<file path="config.mk">
export PLATFORM = sky130hd
export DESIGN_NAME = frame_port
export DESIGN_NICKNAME = d
export VERILOG_FILES = /design/src/pin_sync_edge.v /design/src/frame_port.v
export VERILOG_INCLUDE_DIRS = /design/src
export SDC_FILE = /design/constraint.sdc
export NUM_CORES = 2
export LEC_CHECK = 0
export BUFFER_PORTS_ARGS = -buffer_cell sky130_fd_sc_hd__buf_2
export CAP_MARGIN = 20
export CORE_MARGIN = 4
export CORE_UTILIZATION = 35
export DETAILED_ROUTE_END_ITERATION = 6
export SETUP_SLACK_MARGIN = 0.1
export SLEW_MARGIN = 0
export SYNTH_ARGS = -nofsm -noshare
export SYNTH_HDL_FRONTEND = slang
export SYNTH_SLANG_ARGS = --single-unit
</file>
<file path="constraint.sdc">
create_clock -name core_clk -period 11.05 [get_ports core_clk]
set_input_delay 1.105 -clock core_clk [delete_from_list [all_inputs] [get_ports core_clk]]
set_output_delay 1.105 -clock core_clk [all_outputs]
set_load 0.02 [all_outputs]
</file>
<file path="src/frame_port_consts.vh">
`ifndef FRAME_PORT_CONSTS_VH
`define FRAME_PORT_CONSTS_VH

// ----------------------------------------------------------------------------
// Frame layout
// ----------------------------------------------------------------------------
`define FRAME_BITS      5'd24
`define FB_BANK         23
`define FB_READ         22
`define FB_ADDR_HI      19
`define FB_ADDR_LO      16
`define FB_SEL_HI       15
`define FB_SEL_LO       14
`define FB_DATA_HI      13
`define FB_HDR_LO       14
`define SEL_DATA        2'h3
`define SEL_OFFSET      2'h2
`define SEL_GAIN        2'h1
`define SEL_SPECIAL     2'h0
`define CMD_NOP         4'h0

// ----------------------------------------------------------------------------
// Register map, byte addresses
// ----------------------------------------------------------------------------
`define OFS_CTRL        8'h00
`define OFS_STATUS      8'h04
`define OFS_LAST_WORD   8'h08
`define OFS_SPECIAL     8'h0C
`define OFS_MEM_INDEX   8'h10
`define OFS_MEM_DATA    8'h14
`define CTRL_TOGGLE_BIT 0
`define CTRL_RES12_BIT  1
`define ST_RB_PEND_BIT  0
`define ST_CHAIN_BIT    1
`define ST_ACTIVE_BIT   2

// ----------------------------------------------------------------------------
// Reset values
// ----------------------------------------------------------------------------
`define RST_DATA        14'h0000
`define RST_OFFSET      14'h2000
`define RST_GAIN        14'h3FFE
`define RST_CTRL        2'h0

`endif

</file>
<file path="src/pin_sync_edge.v">
`timescale 1ns/10ps
`default_nettype none

// ----------------------------------------------------------------------------
// Two-stage pin synchroniser with registered edge flags
// ----------------------------------------------------------------------------
module pin_sync_edge #(
    parameter IDLE = 1'b0
) (
    input  wire core_clk, // System clock.
    input  wire rst_b,    // Synchronous reset, active low.
    input  wire pin_in,   // Raw pin from outside the clock domain.
    output reg  level_r,  // Synchronised level.
    output reg  rise_r,   // One-cycle pulse on a rising edge.
    output reg  fall_r    // One-cycle pulse on a falling edge.
);

    reg meta_r;
    reg stage_r;

    always @(posedge core_clk) begin
        if (!rst_b) begin
            meta_r  <= IDLE;
            stage_r <= IDLE;
            level_r <= IDLE;
            rise_r  <= 1'b0;
            fall_r  <= 1'b0;
        end else begin
            meta_r  <= pin_in;
            stage_r <= meta_r;
            level_r <= stage_r;
            rise_r  <= stage_r & ~level_r;
            fall_r  <= ~stage_r & level_r;
        end
    end

endmodule

`default_nettype wire

</file>
<file path="src/frame_port.v">
`timescale 1ns/10ps
`default_nettype none
`include "frame_port_consts.vh"

module frame_port (
    input  wire        core_clk,         // System clock, 50 MHz.
    input  wire        rst_b,            // Synchronous reset, active low.
    input  wire        frame_sel_b,      // Frame select pin, active low.
    input  wire        serial_clk,       // Serial clock pin from the host.
    input  wire        serial_in,        // Serial data pin.
    input  wire        chain_enable_pin, // High selects chain mode.
    output reg         chain_out,        // Serial data out / chain output.
    input  wire [7:0]  address,          // Avalon byte address.
    input  wire        read,             // Avalon read request.
    input  wire        write,            // Avalon write request.
    input  wire [31:0] writedata,        // Avalon write data.
    output reg  [31:0] readdata,         // Avalon read data.
    output reg         waitrequest       // Avalon wait request.
);

    // ------------------------------------------------------------------------
    // Pin synchronisers
    // ------------------------------------------------------------------------
    wire fs_lvl;
    wire fs_rise;
    wire fs_fall;
    wire sck_rise;
    wire sck_fall;
    wire din_lvl;
    wire chain_lvl;

    pin_sync_edge #(.IDLE(1'b1)) u_fs (
        .core_clk (core_clk),
        .rst_b    (rst_b),
        .pin_in   (frame_sel_b),
        .level_r  (fs_lvl),
        .rise_r   (fs_rise),
        .fall_r   (fs_fall)
    );

    // The host parks the serial clock high, so the synchroniser starts high too
    // and no false edge follows reset.
    pin_sync_edge #(.IDLE(1'b1)) u_sck (
        .core_clk (core_clk),
        .rst_b    (rst_b),
        .pin_in   (serial_clk),
        .level_r  (),
        .rise_r   (sck_rise),
        .fall_r   (sck_fall)
    );

    pin_sync_edge #(.IDLE(1'b0)) u_din (
        .core_clk (core_clk),
        .rst_b    (rst_b),
        .pin_in   (serial_in),
        .level_r  (din_lvl),
        .rise_r   (),
        .fall_r   ()
    );

    pin_sync_edge #(.IDLE(1'b0)) u_chain (
        .core_clk (core_clk),
        .rst_b    (rst_b),
        .pin_in   (chain_enable_pin),
        .level_r  (chain_lvl),
        .rise_r   (),
        .fall_r   ()
    );

    // ------------------------------------------------------------------------
    // Helpers
    // ------------------------------------------------------------------------
    function [5:0] slot_index;
        input [3:0] ch;
        input [1:0] sel;
        input       bank;
        begin
            case (sel)
                `SEL_OFFSET: slot_index = {ch, 2'h2};
                `SEL_GAIN:   slot_index = {ch, 2'h3};
                default:     slot_index = {ch, 1'b0, bank};
            endcase
        end
    endfunction

    function [13:0] slot_default;
        input [1:0] slot;
        begin
            case (slot)
                2'h2:    slot_default = `RST_OFFSET;
                2'h3:    slot_default = `RST_GAIN;
                default: slot_default = `RST_DATA;
            endcase
        end
    endfunction

    // ------------------------------------------------------------------------
    // State
    // ------------------------------------------------------------------------
    reg [23:0] shift_r;
    reg [23:0] rb_sr_r;
    reg [23:0] rb_word_r;
    reg [23:0] last_word_r;
    reg [4:0]  bit_cnt_r;
    reg        active_r;
    reg        rb_pend_r;
    reg [7:0]  good_cnt_r;
    reg [7:0]  bad_cnt_r;
    reg [3:0]  special_cmd_r;
    reg [7:0]  special_cnt_r;
    reg [1:0]  ctrl_r;
    reg [5:0]  mem_index_r;
    reg [13:0] slot_mem [0:63];
    integer    i;

    wire toggle_en = ctrl_r[`CTRL_TOGGLE_BIT];
    wire res12     = ctrl_r[`CTRL_RES12_BIT];
    wire cnt_full  = (bit_cnt_r >= `FRAME_BITS);

    // The standalone frame closes on its 24th bit; the chain frame on the
    // frame-select rise, so that 24 or more bits may pass through first; fewer count as a bad frame.
    wire std_done   = !chain_lvl && active_r && sck_fall && !fs_lvl && !fs_fall
                      && (bit_cnt_r == `FRAME_BITS - 5'd1);
    wire chain_done = chain_lvl && active_r && fs_rise && cnt_full;
    wire chain_bad  = chain_lvl && active_r && fs_rise && !cnt_full;
    wire commit     = std_done || chain_done;
    wire [23:0] word = std_done ? {shift_r[22:0], din_lvl} : shift_r;

    wire        w_read = word[`FB_READ];
    wire [3:0]  w_addr = word[`FB_ADDR_HI:`FB_ADDR_LO];
    wire [1:0]  w_sel  = word[`FB_SEL_HI:`FB_SEL_LO];
    wire        w_bank = toggle_en & word[`FB_BANK];
    wire [5:0]  w_slot = slot_index(w_addr, w_sel, w_bank);
    // Twelve-bit layout keeps the data in the upper field bits.
    wire [13:0] w_data = res12 ? {2'h0, word[13:2]} : word[13:0];
    wire [13:0] w_mem  = slot_mem[w_slot];
    wire [13:0] rb_val = (w_sel == `SEL_SPECIAL) ? 14'h0000 :
                         (res12 ? {w_mem[11:0], 2'h0} : w_mem);

    // ------------------------------------------------------------------------
    // Frame reception
    // ------------------------------------------------------------------------
    always @(posedge core_clk) begin
        if (!rst_b) begin
            shift_r   <= 24'h000000;
            bit_cnt_r <= 5'h00;
            active_r  <= 1'b0;
        end else if (fs_fall) begin
            bit_cnt_r <= 5'h00;
            active_r  <= 1'b1;
        end else if (active_r && !fs_lvl && sck_fall) begin
            if (chain_lvl || !cnt_full) begin
                shift_r <= {shift_r[22:0], din_lvl};
            end
            if (bit_cnt_r != 5'h1F) begin
                bit_cnt_r <= bit_cnt_r + 5'h01;
            end
            if (std_done) begin
                active_r <= 1'b0;
            end
        end else if (fs_rise && chain_lvl) begin
            active_r <= 1'b0;
        end
    end
    // Standalone frame-select rises fall through above untouched.

    // ------------------------------------------------------------------------
    // Register update and readback request
    // ------------------------------------------------------------------------
    always @(posedge core_clk) begin
        if (!rst_b) begin
            for (i = 0; i < 64; i = i + 1) begin
                slot_mem[i] <= slot_default(i[1:0]);
            end
            rb_word_r     <= 24'h000000;
            last_word_r   <= 24'h000000;
            good_cnt_r    <= 8'h00;
            bad_cnt_r     <= 8'h00;
            special_cmd_r <= `CMD_NOP;
            special_cnt_r <= 8'h00;
        end else begin
            if (chain_bad) begin
                bad_cnt_r <= bad_cnt_r + 8'h01;
            end
            if (commit) begin
                good_cnt_r  <= good_cnt_r + 8'h01;
                last_word_r <= word;
                if (w_read) begin
                    rb_word_r <= {word[23:`FB_HDR_LO], rb_val};
                end else if (w_sel == `SEL_SPECIAL) begin
                    if (w_addr != `CMD_NOP) begin
                        special_cmd_r <= w_addr;
                        special_cnt_r <= special_cnt_r + 8'h01;
                    end
                end else begin
                    slot_mem[w_slot] <= w_data;
                end
            end
        end
    end

    // ------------------------------------------------------------------------
    // Serial output
    // ------------------------------------------------------------------------
    // Set wins over consume: a read request committing in the same cycle as a
    // new frame-select fall stays pending for the frame after.
    always @(posedge core_clk) begin
        if (!rst_b) begin
            rb_pend_r <= 1'b0;
            rb_sr_r   <= 24'h000000;
            chain_out <= 1'b0;
        end else begin
            if (fs_fall) begin
                rb_sr_r   <= rb_pend_r ? rb_word_r : 24'h000000;
                chain_out <= rb_pend_r & rb_word_r[23];
            end else if (active_r && !fs_lvl && sck_rise && bit_cnt_r != 5'h00) begin
                if (chain_lvl && cnt_full) begin
                    chain_out <= shift_r[23];
                end else begin
                    chain_out <= rb_sr_r[22];
                end
                rb_sr_r <= {rb_sr_r[22:0], 1'b0};
            end else if (fs_rise) begin
                chain_out <= 1'b0;
            end
            if (commit && w_read) begin
                rb_pend_r <= 1'b1;
            end else if (fs_fall) begin
                rb_pend_r <= 1'b0;
            end
        end
    end

    // ------------------------------------------------------------------------
    // Avalon-MM slave, one wait cycle per access
    // ------------------------------------------------------------------------
    reg [31:0] rd_mux;

    always @* begin
        case (address)
            `OFS_CTRL:      rd_mux = {30'h0, ctrl_r};
            `OFS_STATUS:    rd_mux = {bad_cnt_r, good_cnt_r, 13'h0, active_r,
                                      chain_lvl, rb_pend_r};
            `OFS_LAST_WORD: rd_mux = {8'h00, last_word_r};
            `OFS_SPECIAL:   rd_mux = {16'h0, special_cnt_r, 4'h0, special_cmd_r};
            `OFS_MEM_INDEX: rd_mux = {26'h0, mem_index_r};
            `OFS_MEM_DATA:  rd_mux = {18'h0, slot_mem[mem_index_r]};
            default:        rd_mux = 32'h00000000;
        endcase
    end

    always @(posedge core_clk) begin
        if (!rst_b) begin
            waitrequest <= 1'b1;
            readdata    <= 32'h00000000;
            ctrl_r      <= `RST_CTRL;
            mem_index_r <= 6'h00;
        end else begin
            if ((read || write) && waitrequest) begin
                waitrequest <= 1'b0;
                if (read) begin
                    readdata <= rd_mux;
                end
            end else begin
                waitrequest <= 1'b1;
            end
            // The write lands on the edge where the master sees the answer.
            if (write && !waitrequest) begin
                case (address)
                    `OFS_CTRL:      ctrl_r      <= writedata[1:0];
                    `OFS_MEM_INDEX: mem_index_r <= writedata[5:0];
                    default:        ;
                endcase
            end
        end
    end

endmodule

`default_nettype wire

</file>
==> metrics.md <==
| Metric | Value |
|---|---|
| Fin crit share | `67.64%` |
| Worst-path fanout max | `70` |
| Asr flop ratio synth | `0%` |
| Clk slew on worst S/H paths | `0.06 ns` |
| Fin. max-slew vios | `0` |
| Tightest Hold Check Type | `flip-flop to flip-flop` |
| Pleak | `19.36 nW` |
| Worst reg-to-reg path cell count | `15` |
| DR WL/cell | `31.53 um` |
| Initial antenna violation count | `8` |
| Die height | `405.4 um` |
| Power Internal | `6.828 mW` |
| Worst Hold Launch | `u_fs.meta_r` |
| Pwr Density | `143.7 mW/mm^2` |
| CTS buffer count | `118` |
| GP Congestion | `0.9527` |
| Sequential area share after synthesis | `55.72%` |
| Endpoints failing setup | `0` |
| Startpoint Class | `flip-flop` |
| R2R setup slack | `3.58 ns` |
| Commonest non-fill, non-tap cell in the layout | `edfxtp_1` |
| Die Area | `0.1643 mm^2` |
| Total negative slack | `0 ns` |
| Number of flops mapped to enable cells by yosys | `896` |
| Post-CTS setup buffer count | `0` |
| GRT overflow | `0` |
| Synthesized area | `0.05526 mm^2` |
| Avg Synthesized Cell Area | `11.61 um^2` |
| Commonest cells after routing, fill and taps aside | `896 x edfxtp_1, 840 x nand2_1, 747 x nor2_1` |
| Layout Nets | `4667` |
| CP required | `11.42 ns` |
| Area growth syn-to-layout | `10.57%` |
| Layout cells sized above 1 | `15.89%` |
| Clk Latency, worst-skew pair | `0.78 ns` |
| All-Layer GR Usage | `25.32%` |
| Sequential Power Share | `52.1%` |
| Dpl hpwl | `130.1 mm` |
| Endpoint, Worst Hold | `u_fs.stage_r` |
| Worst EP arrival | `7.85 ns` |
| CTS Hold Bufs | `0` |
| Reg-to-reg critical path endpoint | `slot_mem[60][6]` |
| Switching pwr | `1.952 mW` |
| Clock root buffer | `clkbuf_16` |
| Comb power frac | `3.1%` |
| Design Power | `8.780 mW` |
| Max Cap Viol | `0` |
| DR vias | `42730` |
| Slew @ Worst Pin | `1.278 ns` |
| Place WS | `4.055 ns` |
| Max frequency | `133.8 MHz` |
| Clock sinks | `1090` |
| Worst hold path depth | `1` |
| Final Hold Vio Count | `0` |
| Element type at the critical path end | `flip-flop` |
| Post-DR vias/cell | `6.315` |
| H-tree levels | `3` |
| TritonCTS clock tree | `built` |
| Synth unique cells | `93` |
| Tmin final | `7.474 ns` |
| Synth Register Bits | `1090` |
| Rel. slew slack | `14.31%` |
| Status | `completed` |
| Drt pass-1 iters | `6` |
| Buffers on Ports | `55` |
| Clock Power Share | `44.8%` |
| Worst hold slack | `0.4146 ns` |
| Main flop type after synthesis | `edfxtp_1` |
| WL final | `213.4 mm` |
| Row cnt | `145` |
| Skew final | `0.06673 ns` |
| Post-CTS Resized | `0` |
| Switching Share | `22.23%` |
| Io pins | `82` |
| Cells after synthesis | `4759` |
| DR DRC count | `0` |
| Die X-Extent | `405.4 um` |
| Core area | `0.1566 mm^2` |
| RSZ-0062 raised after global routing | `no` |
| Final WS setup | `3.576 ns` |
| Clock buffer depth | `3` |
| Peak supply drop | `119.2 uV` |
| Syn. warnings | `0` |
| Vias in the first global route | `40430` |
| DR iter-0 viols | `7337` |
| Starting Density | `35.29%` |
| Critical R2R Launch | `bit_cnt_r[0]` |
| Crit Path Class | `flip-flop to flip-flop` |
| Mapped Nets | `4815` |
| Final ANT Viol Nets | `0` |
| Largest net degree at the start of global routing | `102` |
| First-pass GRT wire length | `300.7 mm` |
## cell usage after synthesis, drive strengths merged, types with 7 or more instances
| library cell | count | area (um^2) |
|---|---|---|
| o311ai | 7 | 61.31 |
| o31a | 8 | 70.07 |
| edfxtp | 896 | 26910 |
| nor4 | 10 | 68.81 |
| inv | 10 | 37.54 |
| xnor2 | 16 | 140.1 |
| a211oi | 61 | 462.9 |
| nor2b | 49 | 306.5 |
| o31ai | 17 | 142.6 |
| or4 | 8 | 60.06 |
| o211a | 56 | 560.5 |
| o221ai | 29 | 254.0 |
| mux2 | 17 | 191.4 |
| a32oi | 31 | 271.5 |
| a222oi | 8 | 80.08 |
| o211ai | 22 | 165.2 |
| nand4 | 23 | 175.2 |
| a31oi | 33 | 221.5 |
| mux4 | 297 | 6689 |
| clkbuf | 261 | 979.7 |
| a211o | 9 | 78.83 |
| and2 | 49 | 306.6 |
| and3 | 53 | 331.6 |
| o22ai | 53 | 331.6 |
| a2111oi | 11 | 96.34 |
| a22o | 13 | 113.9 |
| a21oi | 99 | 510.5 |
| nor4b | 7 | 67.56 |
| nor3 | 45 | 264.0 |
| nand2b | 11 | 68.82 |
| a22oi | 28 | 210.2 |
| o21ai | 88 | 459.2 |
| a221oi | 16 | 140.1 |
| a311oi | 8 | 70.07 |
| buf | 185 | 1067 |
| nand2 | 852 | 3214 |
| nor2 | 766 | 2900 |
| o22a | 15 | 131.4 |
| a21boi | 41 | 307.8 |
| nand3 | 132 | 670.6 |
| mux2i | 131 | 1311 |
| dfxtp | 194 | 3884 |
| ha | 8 | 100.1 |
## metal layers
metal / track usage [%] / vias up / wire length (um)
met3: 7.794 / 738 / 30370
met2: 37.67 / 3329 / 92150
met1: 32.83 / 21270 / 76360
li1: - / 17390 / -
met5: 0 / - / 50
met4: 14.28 / 6 / 14420
## metrics by stage
step           std cells  util (%)  cell area (um^2)
2_1_floorplan       4759         -             55260
3_3_place_gp        6542     36.57             57250
3_5_place_dp        6544     36.58             57270
4_1_cts             6759     38.99             61050
5_1_grt             6765     39.02             61100
6_report            6766     39.03             61100
## layout make-up
type                    instances  area, um^2
fillers                     14830       95470
flip-flops and latches       1090       30800
multi-input cells            3212       22630
clock buffers                 154        3327
well taps                    2058        2575
repair buffers                178        1265
clock inverters                61       452.9
inverters                      11       41.29
diodes                          2       5.005
## worst max-delay path by stage
| stage | from | endpoint | slack [ns] | depth (start not counted) |
|---|---|---|---|---|
| floorplan | bit_cnt_r[0] | slot_mem[50][0] | 6.15 | 18 |
| global placement | bit_cnt_r[0] | slot_mem[60][0] | 4.08 | 15 |
| detailed placement | bit_cnt_r[0] | slot_mem[60][0] | 4.05 | 15 |
| CTS | bit_cnt_r[0] | slot_mem[60][6] | 4.06 | 15 |
| global route | bit_cnt_r[0] | slot_mem[60][6] | 3.72 | 15 |
| finish | bit_cnt_r[0] | slot_mem[60][6] | 3.58 | 15 |
## logic make-up after synthesis
logic type | after synthesis | synth area share, %
buf+inv | 457 | 3.779
simple gates | 2034 | 15.73
compound gates | 703 | 9.419
flops | 1090 | 55.72
mux | 445 | 14.82
xor+xnor | 22 | 0.3487
fa+ha+maj | 8 | 0.1811
## worst max-delay path, stage by stage, from the launching register on
cell	delay [ns]
dfxtp_1	0.39
ha_1	0.31
nor4bb_2	0.32
buf_4	0.23
nand3_1	0.09
buf_4	0.28
mux2i_1	0.39
inv_1	0.09
ha_1	0.30
and3_1	0.21
nand4_2	0.09
buf_4	0.63
nand2_8	0.56
nor2_2	1.15
nand2_1	0.92
nand2_1	1.09
## registers in the layout, summed over array words and instances (netlist names), 2 cells and up, named ones only
| name | flops |
|---|---|
| bad_cnt_r | 8 |
| bit_cnt_r | 5 |
| ctrl_r | 2 |
| good_cnt_r | 8 |
| last_word_r | 24 |
| mem_index_r | 6 |
| rb_sr_r | 23 |
| rb_word_r | 24 |
| readdata | 32 |
| shift_r | 24 |
| slot_mem | 896 |
| special_cmd_r | 4 |
| special_cnt_r | 8 |
## power groups by stage
stage          registers, mW  clock network [mW]  logic [mW]
3_5_place_dp            4.66                   0       0.265
6_report                4.58                3.93       0.273
4_1_cts                 4.57                3.95       0.267
2_1_floorplan           4.64                   0       0.159
3_3_place_gp            4.65                   0       0.263
5_1_grt                 4.58                4.12       0.281
No activity file was read; power rests on OpenSTA's default activity.
